[config.mk]
export PLATFORM = sky130hd
export DESIGN_NAME = sfcs_seq
export DESIGN_NICKNAME = d
export VERILOG_FILES = /design/src/hdl/sfcs_pkg.sv /design/src/hdl/sfcs_link_if.sv /design/src/hdl/sfcs_phy.sv /design/src/hdl/sfcs_seq.sv
export SDC_FILE = /design/constraint.sdc
export NUM_CORES = 1
export LEC_CHECK = 0
export ABC_AREA = 0
export ABC_CLOCK_PERIOD_IN_PS = 7500
export BUFFER_PORTS_ARGS = -buffer_cell sky130_fd_sc_hd__buf_2
export CORE_MARGIN = 2
export CORE_UTILIZATION = 61
export CTS_CLUSTER_SIZE = 16
export DETAILED_ROUTE_END_ITERATION = 16
export PLACE_DENSITY = 0.85
export SLEW_MARGIN = 20
export SYNTH_ARGS = -nofsm -noshare
export SYNTH_HDL_FRONTEND = slang
export SYNTH_HIERARCHICAL = 1
export SYNTH_SLANG_ARGS = --single-unit
[constraint.sdc]
create_clock -name clk_sys -period 7.5 [get_ports clk_sys]
set_clock_uncertainty 0.05 [all_clocks]
set_input_delay 1.125 -clock clk_sys [delete_from_list [all_inputs] [get_ports clk_sys]]
set_output_delay 1.125 -clock clk_sys [all_outputs]
set_load 0.02 [all_outputs]
[src/hdl/sfcs_pkg.sv]
package sfcs_pkg;
	// Flash opcodes, 3-byte addressing
	localparam logic [7:0] SFCS_OP_ERASE_3B = 8'hd8;
	localparam logic [7:0] SFCS_OP_PROG_3B = 8'h02;
	localparam logic [7:0] SFCS_OP_FREAD_3B = 8'h0b;
	localparam logic [7:0] SFCS_OP_QREAD_3B = 8'heb;
	// Flash opcodes, 4-byte addressing
	localparam logic [7:0] SFCS_OP_ERASE_4B = 8'hdc;
	localparam logic [7:0] SFCS_OP_PROG_4B = 8'h12;
	localparam logic [7:0] SFCS_OP_FREAD_4B = 8'h0c;
	localparam logic [7:0] SFCS_OP_QREAD_4B = 8'hec;
	// Register access opcodes
	localparam logic [7:0] SFCS_OP_RD_STATUS = 8'h05;
	localparam logic [7:0] SFCS_OP_RD_CONFIG = 8'h15;
	localparam logic [7:0] SFCS_OP_WR_REGS = 8'h01;
	localparam logic [7:0] SFCS_OP_WR_ENABLE = 8'h06;
	// Status byte masks
	localparam logic [7:0] SFCS_ST_WIP = 8'h01;
	localparam logic [7:0] SFCS_ST_WEL = 8'h02;
	localparam logic [7:0] SFCS_ST_BP = 8'h3c;
	localparam int SFCS_ST_BP_LSB = 2;
	localparam logic [7:0] SFCS_ST_QUAD = 8'h40;
	localparam logic [7:0] SFCS_ST_STATUS_WRITE_DISABLE_BIT = 8'h80;
	// Configuration byte masks
	localparam logic [7:0] SFCS_CF_LC = 8'hc0;
	localparam int SFCS_CF_LC_LSB = 6;
	localparam logic [7:0] SFCS_CF_4BYTE = 8'h20;
	// Page size in bytes
	localparam logic [9:0] SFCS_PAGE_BYTES = 10'h100;
	// Field encodings
	localparam logic [1:0] SFCS_BSZ_SINGLE = 2'h0;
	localparam logic [1:0] SFCS_W1 = 2'h0;
	localparam logic [1:0] SFCS_W4 = 2'h2;
	localparam logic [3:0] SFCS_ADR_24 = 4'h7;
	localparam logic [3:0] SFCS_ADR_32 = 4'hf;
	localparam logic [3:0] SFCS_OPT_3 = 4'h8;
	localparam logic [3:0] SFCS_OPT_32 = 4'hc;
	localparam logic [3:0] SFCS_OPT_321 = 4'he;
	localparam logic [3:0] SFCS_OPT_3210 = 4'hf;
	localparam logic [3:0] SFCS_DAT_8 = 4'h8;
	localparam logic [3:0] SFCS_DAT_16 = 4'hc;
	localparam logic [3:0] SFCS_DAT_32 = 4'hf;
	localparam logic SFCS_SSL_NEGATE = 1'b0;
	localparam logic SFCS_SSL_KEEP = 1'b1;
	// Timing: system clock and half period of the flash clock
	localparam int SFCS_CLK_NS = 50;
	localparam int SFCS_SCLK_HALF_NS = 100;
	localparam int SFCS_SCLK_HALF_CYC = SFCS_SCLK_HALF_NS / SFCS_CLK_NS;
	// Sequencer states: idle, one per transfer phase, and end
	typedef enum logic [2:0] {
		SFCS_IDLE = 3'h0,
		SFCS_CMD = 3'h1,
		SFCS_ADDR = 3'h2,
		SFCS_OPT = 3'h3,
		SFCS_DUMMY = 3'h4,
		SFCS_DATA = 3'h5,
		SFCS_END = 3'h6
	} sfcs_state_t;
endpackage : sfcs_pkg

[src/hdl/sfcs_link_if.sv]
`timescale 1ns/1ps
interface sfcs_link_if;
	logic run;
	logic sclk;
	logic fall;
	logic [3:0] io_sync;
	// Sequencer side
	modport core (output run, input sclk, input fall, input io_sync);
	// Pin side: clock divider and input synchroniser
	modport phy (input run, output sclk, output fall, output io_sync);
endinterface : sfcs_link_if

[src/hdl/sfcs_phy.sv]
`timescale 1ns/1ps
module sfcs_phy import sfcs_pkg::*; #(
	parameter int HALF = SFCS_SCLK_HALF_CYC
) (
	// Clock and reset
	input wire logic clk_sys,
	input wire logic reset,
	// Flash data pins in
	input wire logic [3:0] io_in,
	// Sequencer link
	sfcs_link_if.phy lnk
);
	typedef struct packed {
		logic [7:0] cnt;
		logic sclk;
		logic fall;
		logic [3:0] s1;
		logic [3:0] s2;
	} sfcs_phy_st_t;

	sfcs_phy_st_t r;
	sfcs_phy_st_t next_r;

	// Sampling at the falling edge needs the pins stable two cycles
	if (HALF < 2 || HALF > 256) begin : g_bad_half
		$error("sfcs_phy: HALF must be 2..256");
	end

	// Divider runs only while a transfer is active; clock idles low
	always_comb begin
		next_r = r;
		next_r.s1 = io_in;
		next_r.s2 = r.s1;
		next_r.fall = 1'b0;
		if (!lnk.run) begin
			next_r.cnt = 8'h0;
			next_r.sclk = 1'b0;
		end else if (r.cnt == 8'(HALF - 1)) begin
			next_r.cnt = 8'h0;
			next_r.sclk = !r.sclk;
			next_r.fall = r.sclk;
		end else begin
			next_r.cnt = r.cnt + 8'h1;
		end
	end

	// State register
	always_ff @(posedge clk_sys or posedge reset) begin
		if (reset)
			r <= '0;
		else
			r <= next_r;
	end

	assign lnk.sclk = r.sclk;
	assign lnk.fall = r.fall;
	assign lnk.io_sync = r.s2;
endmodule : sfcs_phy

[src/hdl/sfcs_seq.sv]
`timescale 1ns/1ps
module sfcs_seq import sfcs_pkg::*; #(
	parameter int SCLK_HALF = SFCS_SCLK_HALF_CYC
) (
	// Clock and reset
	input wire logic clk_sys,
	input wire logic reset,
	// Transfer request
	input wire logic start,
	output logic busy,
	output logic done,
	output logic cfg_error,
	// Transfer setup
	input wire logic [1:0] bus_size_field,
	input wire logic cmd_enable,
	input wire logic [7:0] cmd_code,
	input wire logic [1:0] cmd_width,
	input wire logic [3:0] addr_enable,
	input wire logic [1:0] addr_width,
	input wire logic [31:0] flash_addr,
	input wire logic [3:0] opt_enable,
	input wire logic [1:0] opt_width,
	input wire logic [7:0] option_byte_3,
	input wire logic [7:0] option_byte_2,
	input wire logic [7:0] option_byte_1,
	input wire logic [7:0] option_byte_0,
	input wire logic dummy_enable,
	input wire logic [2:0] dummy_count,
	input wire logic [3:0] data_enable,
	input wire logic [1:0] data_width,
	input wire logic read_enable,
	input wire logic write_enable,
	input wire logic select_hold,
	input wire logic [31:0] wr_data,
	// Results
	output logic [31:0] rd_data,
	output logic page_overrun,
	output logic write_in_progress,
	output logic write_enable_latch,
	output logic [3:0] block_protect,
	output logic status_write_disable_bit,
	output logic quad_enable,
	output logic [1:0] latency_code,
	output logic four_byte_mode,
	// Flash pins
	output logic flash_sclk,
	output logic flash_select_line_n,
	output logic [3:0] flash_io_out,
	output logic [3:0] flash_io_oe,
	input wire logic [3:0] flash_io_in
);
	typedef struct packed {
		sfcs_state_t st;
		logic [5:0] clks;
		logic wide;
		logic drv;
		logic cap;
		logic got;
		logic [31:0] sh_out;
		logic [31:0] sh_in;
		logic sel_n;
		logic busy;
		logic done;
		logic cfg_err;
		logic [31:0] rd_data;
		logic prog;
		logic [9:0] page_cnt;
		logic page_ovr;
		logic [7:0] status;
		logic [7:0] conf;
		logic [3:0] io_out;
		logic [3:0] io_oe;
	} sfcs_seq_st_t;

	sfcs_seq_st_t r;
	sfcs_seq_st_t next_r;
	sfcs_link_if lnk ();
	sfcs_state_t nph;
	logic do_load;
	logic bad_cfg;
	logic [31:0] ld_val;
	logic [5:0] ld_clk;
	logic ld_wide;
	logic ld_drv;
	logic ld_cap;
	logic [2:0] nb_adr;
	logic [2:0] nb_opt;
	logic [2:0] nb_dat;

	// Count of enabled byte lanes in a four-bit enable field
	function automatic logic [2:0] pc4(input logic [3:0] v);
		pc4 = 3'(v[0]) + 3'(v[1]) + 3'(v[2]) + 3'(v[3]);
	endfunction : pc4

	// First enabled phase after p, in fixed transfer order
	function automatic sfcs_state_t next_ph(input sfcs_state_t p);
		next_ph = SFCS_END;
		if (p < SFCS_DATA && |data_enable)
			next_ph = SFCS_DATA;
		if (p < SFCS_DUMMY && dummy_enable)
			next_ph = SFCS_DUMMY;
		if (p < SFCS_OPT && |opt_enable)
			next_ph = SFCS_OPT;
		if (p < SFCS_ADDR && |addr_enable)
			next_ph = SFCS_ADDR;
		if (p < SFCS_CMD && cmd_enable)
			next_ph = SFCS_CMD;
	endfunction : next_ph

	// Only single flash and one- or four-line widths are served
	always_comb begin
		bad_cfg = bus_size_field != SFCS_BSZ_SINGLE;
		if (cmd_enable && cmd_width != SFCS_W1 && cmd_width != SFCS_W4)
			bad_cfg = 1'b1;
		if (|addr_enable && addr_width != SFCS_W1 &&
			addr_width != SFCS_W4)
			bad_cfg = 1'b1;
		if (|opt_enable && opt_width != SFCS_W1 && opt_width != SFCS_W4)
			bad_cfg = 1'b1;
		if (|data_enable && data_width != SFCS_W1 &&
			data_width != SFCS_W4)
			bad_cfg = 1'b1;
	end

	assign nb_adr = pc4(addr_enable);
	assign nb_opt = pc4(opt_enable);
	assign nb_dat = pc4(data_enable);
	// Process form so that the setup ports read inside count as inputs
	always_comb nph = next_ph(r.st);

	// Shift value, clock count and line use of the phase to load
	always_comb begin
		ld_val = 32'h0;
		ld_clk = 6'h0;
		ld_wide = 1'b0;
		ld_drv = 1'b0;
		ld_cap = 1'b0;
		unique case (nph)
			SFCS_CMD: begin
				ld_val = {cmd_code, 24'h0};
				ld_wide = cmd_width == SFCS_W4;
				ld_clk = ld_wide ? 6'h2 : 6'h8;
				ld_drv = 1'b1;
			end
			SFCS_ADDR: begin
				// 0x07 sends the low three bytes, 0x0f all four
				ld_val = flash_addr << {3'(3'h4 - nb_adr), 3'h0};
				ld_wide = addr_width == SFCS_W4;
				ld_clk = ld_wide ? {2'h0, nb_adr, 1'b0} : {nb_adr, 3'h0};
				ld_drv = 1'b1;
			end
			SFCS_OPT: begin
				// Byte 3 leaves first; lower bytes follow when enabled
				ld_val = {option_byte_3, option_byte_2,
					option_byte_1, option_byte_0};
				ld_wide = opt_width == SFCS_W4;
				ld_clk = ld_wide ? {2'h0, nb_opt, 1'b0} : {nb_opt, 3'h0};
				ld_drv = 1'b1;
			end
			SFCS_DUMMY: begin
				ld_clk = {3'h0, dummy_count} + 6'h1;
			end
			SFCS_DATA: begin
				// 0x08, 0x0c, 0x0f give one, two or four bytes
				ld_val = wr_data << {3'(3'h4 - nb_dat), 3'h0};
				ld_wide = data_width == SFCS_W4;
				ld_clk = ld_wide ? {2'h0, nb_dat, 1'b0} : {nb_dat, 3'h0};
				ld_drv = write_enable;
				// Quad lines cannot be driven and read at once
				ld_cap = read_enable && !(ld_wide && write_enable);
			end
			SFCS_IDLE, SFCS_END: begin
			end
			default: begin
			end
		endcase
	end

	// Sequencer: transfer phases advance on the falling flash clock; idle and end steps do not wait for it
	always_comb begin
		next_r = r;
		next_r.done = 1'b0;
		do_load = 1'b0;
		unique case (r.st)
			SFCS_IDLE: begin
				if (start && bad_cfg) begin
					// Stale capture flag would reload old bytes at the end
					next_r.got = 1'b0;
					next_r.cfg_err = 1'b1;
					next_r.st = SFCS_END;
				end else if (start) begin
					next_r.cfg_err = 1'b0;
					next_r.got = 1'b0;
					next_r.sel_n = 1'b0;
					do_load = 1'b1;
					if (cmd_enable) begin
						next_r.prog = cmd_code == SFCS_OP_PROG_3B ||
							cmd_code == SFCS_OP_PROG_4B;
						next_r.page_cnt = 10'h0;
						next_r.page_ovr = 1'b0;
					end
				end
			end
			SFCS_END: begin
				next_r.st = SFCS_IDLE;
				next_r.done = 1'b1;
				if (select_hold == SFCS_SSL_NEGATE)
					next_r.sel_n = 1'b1;
				else
					next_r.sel_n = r.sel_n;
				if (r.got) begin
					next_r.rd_data = r.sh_in;
					if (cmd_enable && cmd_code == SFCS_OP_RD_STATUS)
						next_r.status = r.sh_in[7:0];
					if (cmd_enable && cmd_code == SFCS_OP_RD_CONFIG)
						next_r.conf = r.sh_in[7:0];
				end
			end
			SFCS_CMD, SFCS_ADDR, SFCS_OPT, SFCS_DUMMY, SFCS_DATA: begin
				if (lnk.fall) begin
					if (r.cap && r.wide)
						next_r.sh_in = {r.sh_in[27:0], lnk.io_sync};
					else if (r.cap)
						next_r.sh_in = {r.sh_in[30:0], lnk.io_sync[1]};
					if (r.clks == 6'h1)
						do_load = 1'b1;
					else begin
						next_r.clks = r.clks - 6'h1;
						next_r.sh_out = r.wide ? r.sh_out << 4 :
							r.sh_out << 1;
					end
				end
			end
			default: begin
				next_r.st = SFCS_IDLE;
			end
		endcase
		// Entering the next phase puts its first bits on the lines
		if (do_load) begin
			next_r.st = nph;
			next_r.clks = ld_clk;
			next_r.sh_out = ld_val;
			next_r.wide = ld_wide;
			next_r.drv = ld_drv;
			next_r.cap = ld_cap;
			if (nph == SFCS_DATA) begin
				next_r.got = ld_cap;
				next_r.sh_in = 32'h0;
				// A data phase that would pass the page end is not driven at all
				if (r.prog && ld_drv) begin
					if (r.page_cnt + 10'(nb_dat) > SFCS_PAGE_BYTES) begin
						next_r.page_ovr = 1'b1;
						next_r.drv = 1'b0;
					end else
						next_r.page_cnt = r.page_cnt + 10'(nb_dat);
				end
			end
		end
		next_r.busy = next_r.st != SFCS_IDLE;
		next_r.io_out = next_r.wide ? next_r.sh_out[31:28] :
			{3'h0, next_r.sh_out[31]};
		// Single width: one line carries data out, the next one back in
		if (!next_r.drv)
			next_r.io_oe = 4'h0;
		else if (next_r.wide)
			next_r.io_oe = 4'hf;
		else
			next_r.io_oe = 4'h1;
	end

	// State register; reset leaves select deasserted
	always_ff @(posedge clk_sys or posedge reset) begin
		if (reset) begin
			r <= '0;
			r.st <= SFCS_IDLE;
			r.sel_n <= 1'b1;
		end else
			r <= next_r;
	end

	// Clock divider and pin synchroniser
	sfcs_phy #(
		.HALF(SCLK_HALF)
	) u_phy (
		.clk_sys(clk_sys),
		.reset(reset),
		.io_in(flash_io_in),
		.lnk(lnk.phy)
	);

	assign lnk.run = r.st != SFCS_IDLE && r.st != SFCS_END;

	// Request side outputs
	assign busy = r.busy;
	assign done = r.done;
	assign cfg_error = r.cfg_err;
	assign rd_data = r.rd_data;
	assign page_overrun = r.page_ovr;

	// Decoded status and configuration fields of the flash
	assign write_in_progress = |(r.status & SFCS_ST_WIP);
	assign write_enable_latch = |(r.status & SFCS_ST_WEL);
	assign block_protect = 4'((r.status & SFCS_ST_BP) >>
		SFCS_ST_BP_LSB);
	assign status_write_disable_bit = |(r.status & SFCS_ST_STATUS_WRITE_DISABLE_BIT);
	assign quad_enable = |(r.status & SFCS_ST_QUAD);
	assign latency_code = 2'((r.conf & SFCS_CF_LC) >>
		SFCS_CF_LC_LSB);
	assign four_byte_mode = |(r.conf & SFCS_CF_4BYTE);

	// Flash pins
	assign flash_sclk = lnk.sclk;
	assign flash_select_line_n = r.sel_n;
	assign flash_io_out = r.io_out;
	assign flash_io_oe = r.io_oe;
endmodule : sfcs_seq

* Word-level counts from Yosys, hierarchy flattened
Index checks and enable logic that the tools add are counted.
Storage, ports and cells: input bits 141, logic and storage cells 194, output and inout port bits 57, bits in registers 167
Cells by class: order comparisons 6, add/sub/neg operators 15, equality and inequality tests 31, mux-type cells 65, bitwise logic cells 1, shift operators 2, reductions and logical operators 48
Operators with widths (count):
- $mux W32 | 5
- $mux W64 | 2
- $pmux W32 S4 | 1
- $mux W11 | 7
- $mux W77 | 1
- $shl A32 B6 Y32 | 2
- $mux W6 | 6
- $pmux W6 S5 | 1
- $mux W1 | 23
- $logic_and A1 B1 Y1 | 21
- $ne A2 B2 Y1 const B | 9
- $reduce_bool A2 Y1 | 9
- $eq A8 B5 Y1 const B | 2
- $mux W4 | 4
- $eq A3 B3 Y1 const B | 5
- $eq A3 B2 Y1 const B | 4
- $mux W3 | 4
- $reduce_or A4 Y1 | 3
- $add A10 B3 Y10 | 1
- $gt A10 B9 Y1 const B | 1
- $mux W10 | 1
- $add A2 B1 Y3 | 3
- $add A3 B1 Y3 | 3
- $mux W9 | 1
- 30 further kinds | 49

* Depth between registers and ports, before layout
depth after elaboration 16, gate-level depth with buffers 14, gate-level depth less buffers 13

* Modules after synthesis
The synthesis kept the hierarchy.
Modules (own cells, without submodules):
- sfcs_seq | area each 9200.1 um^2, cells an instance 954, sequential area each 3529.6 um^2, times used 1
- sfcs_phy | area each 694.4 um^2, cells an instance 59, sequential area each 450.4 um^2, times used 1

* Worst setup path before layout
OpenSTA, ideal clock, no wires.
kind input port to flip-flop, from input port data_enable[0], to register r[123] in the netlist's numbering, path slack 2.874 ns, required time 7.331 ns, path buffers 3, stages on the path 12, setup time 0.119 ns, arrival 4.457 ns, path through fa_1 > ha_1 > clkbuf_1 > clkinv_1 > ha_1 > clkbuf_1 > buf_2 > mux2i_1 > o21ai_0 > a222oi_1 > o221ai_1 > o21a_1
Between the ends: word-level cells in the longest chain between the ends 10, elaborated cells on any way between the ends 28, classes of those cells add/sub (4); eq/ne (5); shift (1); mux (10); reduce/logical (8)
Ends and longest elaborated chain:
- start, declared | RTL line sfcs_seq.sv:29 | input wire logic [3:0] data_enable,
- parallel branches: the longest is 10 deep, another holds $add A2 B1 Y3
- end signal, assigned | RTL line sfcs_seq.sv:278 | r <= next_r;
- end, declared | RTL line sfcs_seq.sv:75 | sfcs_seq_st_t r;
Several ways; the timed one is not identified. A chain may end at the register's enable or synchronous reset.

==> impl_metrics.yaml <==
status:
  status: "finished, final reports clean"
logic_synthesis:
  synth_warnings: 6
  synth-main-ff-cell: "dfrtp_1"
  synth_top_area_share_pct: 40.0
  synth_common_cells: "dfrtp_1 (158), mux2i_1 (91), nand2_1 (81), nor2_1 (80), mux2_2 (63)"
  synth_seq_cells: 159
  ys_types: 75
  synth_edf_count: 0
  syn_nets: 1177
  synth_most_common_cell: "dfrtp_1"
  syn_area_per_cell_um2: 9.77
  synth_top_area_cell: "dfrtp_1"
  syn_inst: 1013
  synthArstFlopShare_pct: 100
  yosysSeqAreaShare_pct: 40.2
  syn_area_mm2: 0.00989
  synth_area_leaders: "dfrtp_1 (40%), mux2i_1 (9.2%), mux2_2 (7.2%), buf_4 (3.8%), nand2_1 (3.1%)"
global_route:
  grt.total_usage_pct: 30.2
  grt_pass1_vias: 8290
  grt_pass1_wl_um: 41900
  grt_overflow: 0
  antenna_found_initial: 0
  grt_max_degree: 86
routing:
  via_per_inst: 6.26
  wl_um: 25700
  remaining_drc_errors: 0
  drtIter0Drc: 923
  first_pass_iters: 8
  vias: 8483
  drtAntennaViolNets: 0
  wl_per_cell_um: 19.0
timing:
  worst_slew_pin_slew_ns: 1.07
  hold_viol: 0
  relSlewSlack_pct: 28.9
  setup_violations: 0
  setup_tns_ns: 0
  layout_min_cycle_time_ns: 4.83
  finalCritPeriodShare_pct: 64.4
  max_freq_mhz: 207
  slew_viol_final: 0
  fin_ws_ns: 2.67
  rsz0062_at_grt: "false"
critical_path:
  crit_chain: "buf_2 -> fa_1 -> ha_1 -> buf_4 -> ha_1 -> inv_1 -> fa_1 -> nor3b_1 -> a21oi_1 -> or3_1 -> and4b_1 -> a21o_1 -> nand3_4 -> mux2_1 -> a21o_1"
  max_stage_delay_ns: 0.52
  critical_path.slowest_cell: "fa_1"
  critPathCaptureType: "flip-flop"
  crit_required_ns: 7.76
  cp-start-kind: "input pin"
  worstSetupPathType: "input pin to flip-flop"
  path_max_fanout: 29
  cp_data_arrival_time_ns: 5.09
floorplan:
  rows: 46
  ioPinCount: 198
  die_w_um: 131
  core_mm2: 0.0159
  dieArea_mm2: 0.0173
  start_util_pct: 62.3
  chipHeight_um: 131
finish:
  drive_gt1_share_pct: 28.9
  n_antenna_cell: 0
  area_growth_pct: 13.0
  nFillCells: 1214
  fin_nets: 1290
clock_tree:
  cts_tree: "built"
  clk_pin_slew_ns: 0.06
  cts_setup_buffers: 0
  cts_buffers: 17
  clock_path_buffers: 2
  ctsHtreeMaxLevel: 4
  hold_buffers: 0
  clock_latency_ns: 0.43
  root_buffer: "clkbuf_16"
  cts_resized: 0
  clock-sinks: 159
placement:
  pre_cts_slack_ns: 2.27
  gp_congestion: 0.998
  portBuffers: 197
  dp_hpwl_um: 18900
power:
  power_density_mw_per_mm2: 286
  peakVddDrop_mv: 0.220
  p_leak_nw: 5.15
min_path:
  hold_path_class: "flip-flop to flip-flop"
flow_run:
  maxCapViolations: 0
-- worst max-delay path: cells and delay by family --
| family | cells | cell delay, ns |
|---|---|---|
| buffers and inverters | 3 | 0.49 |
| AOI/OAI and AO/OA | 3 | 0.55 |
| and+or+nand+nor | 4 | 1.07 |
| adders and majority gates | 4 | 1.49 |
| muxes | 1 | 0.35 |
-- metal layers --
metal,wire length [µm],part of all wire (%),up-vias,track usage (%)
met3,1640,6.4,72,6.21
met4,1070,4.2,0,14.1
li1,-,-,3907,-
met1,10600,41,4108,39.2
met5,0,0,-,0
met2,12400,48,396,48.9
-- cell families after synthesis --
logic type | share of synthesized area (%)
xor gates and xnor gates | 1.06
buffers and inverters | 7.71
DFF | 40.2
adders and majority gates | 3.21
AOI/OAI and AO/OA | 17.6
muxes | 16.5
and+or+nand+nor | 13.7
-- layout by cell type (no fill, tap or decap), types with 7 or more instances in the layout --
master / n
a211oi_1: 34
a21oi_1: 50
a222oi_1: 25
a22oi_1: 11
a31oi_1: 8
and3_1: 7
buf_2: 197
buf_4: 9
clkbuf_16: 17
dfrtp_1: 157
ha_1: 19
inv_1: 27
mux2_2: 63
mux2i_1: 91
nand2_1: 81
nand3_1: 32
nor2_1: 78
nor2b_1: 9
nor3_1: 8
o21a_1: 14
o21ai_0: 50
o21ai_1: 9
o221ai_1: 12
o22a_1: 11
or3_1: 9
-- layout make-up --
type                    count  area, µm²  share of cell area (%)
repair buffers            206       1050                    9.42
inverters                  29        114                    1.02
clock inverters            12        135                    1.21
multi-input cells         713       5160                    46.1
flip-flops and latches    159       3980                    35.6
well taps                 216        270                    2.42
clock buffers              20        467                    4.17
-- worst paths after layout --
check | to | slack (ns) | from | cells after the start
max | r[30] | 2.67 | data_enable[0] | 15
min | u_phy/lnk.io_sync[3] | 0.30 | u_phy/next_r[3] | 0
max reg2reg | r[110] | 4.15 | r[148] | 8
min reg2reg | u_phy/lnk.io_sync[3] | 0.30 | u_phy/next_r[3] | 0
max in group asynchronous | r[139] | 5.33 | reset | 3
min in group asynchronous | u_phy/next_r[3] | 0.78 | reset | 2
-- state kept, by name, summed over array words and instances, names as in the netlist, 2 cells and up --
name and count:
block_protect 4, flash_io_oe 2, flash_io_out 4, latency_code 2, r 87, rd_data 32, u_phy/lnk.io_sync 4, u_phy/next_r 4
u_phy/r 8
-- stage by stage --
step                      cells  util [%]  hold slack [ns]  total power [mW]  area (µm²)
after floorplan            1013         -            0.281              2.05        9890
after global placement     1323      66.6            0.285              2.28       10600
final                      1355      70.4            0.298              3.20       11200
after CTS                  1355      70.4            0.300              3.19       11200
after detailed placement   1323      66.6            0.286              2.32       10600
after global routing       1355      70.4            0.304              3.36       11200
-- power by group --
group	switching, mW	total [mW]	internal, mW
Combinational	0.565	1.05	0.485
Sequential	0.241	1.28	1.04
Clock	0.347	0.864	0.517
Note: power is estimated with default switching activity, not from simulation.
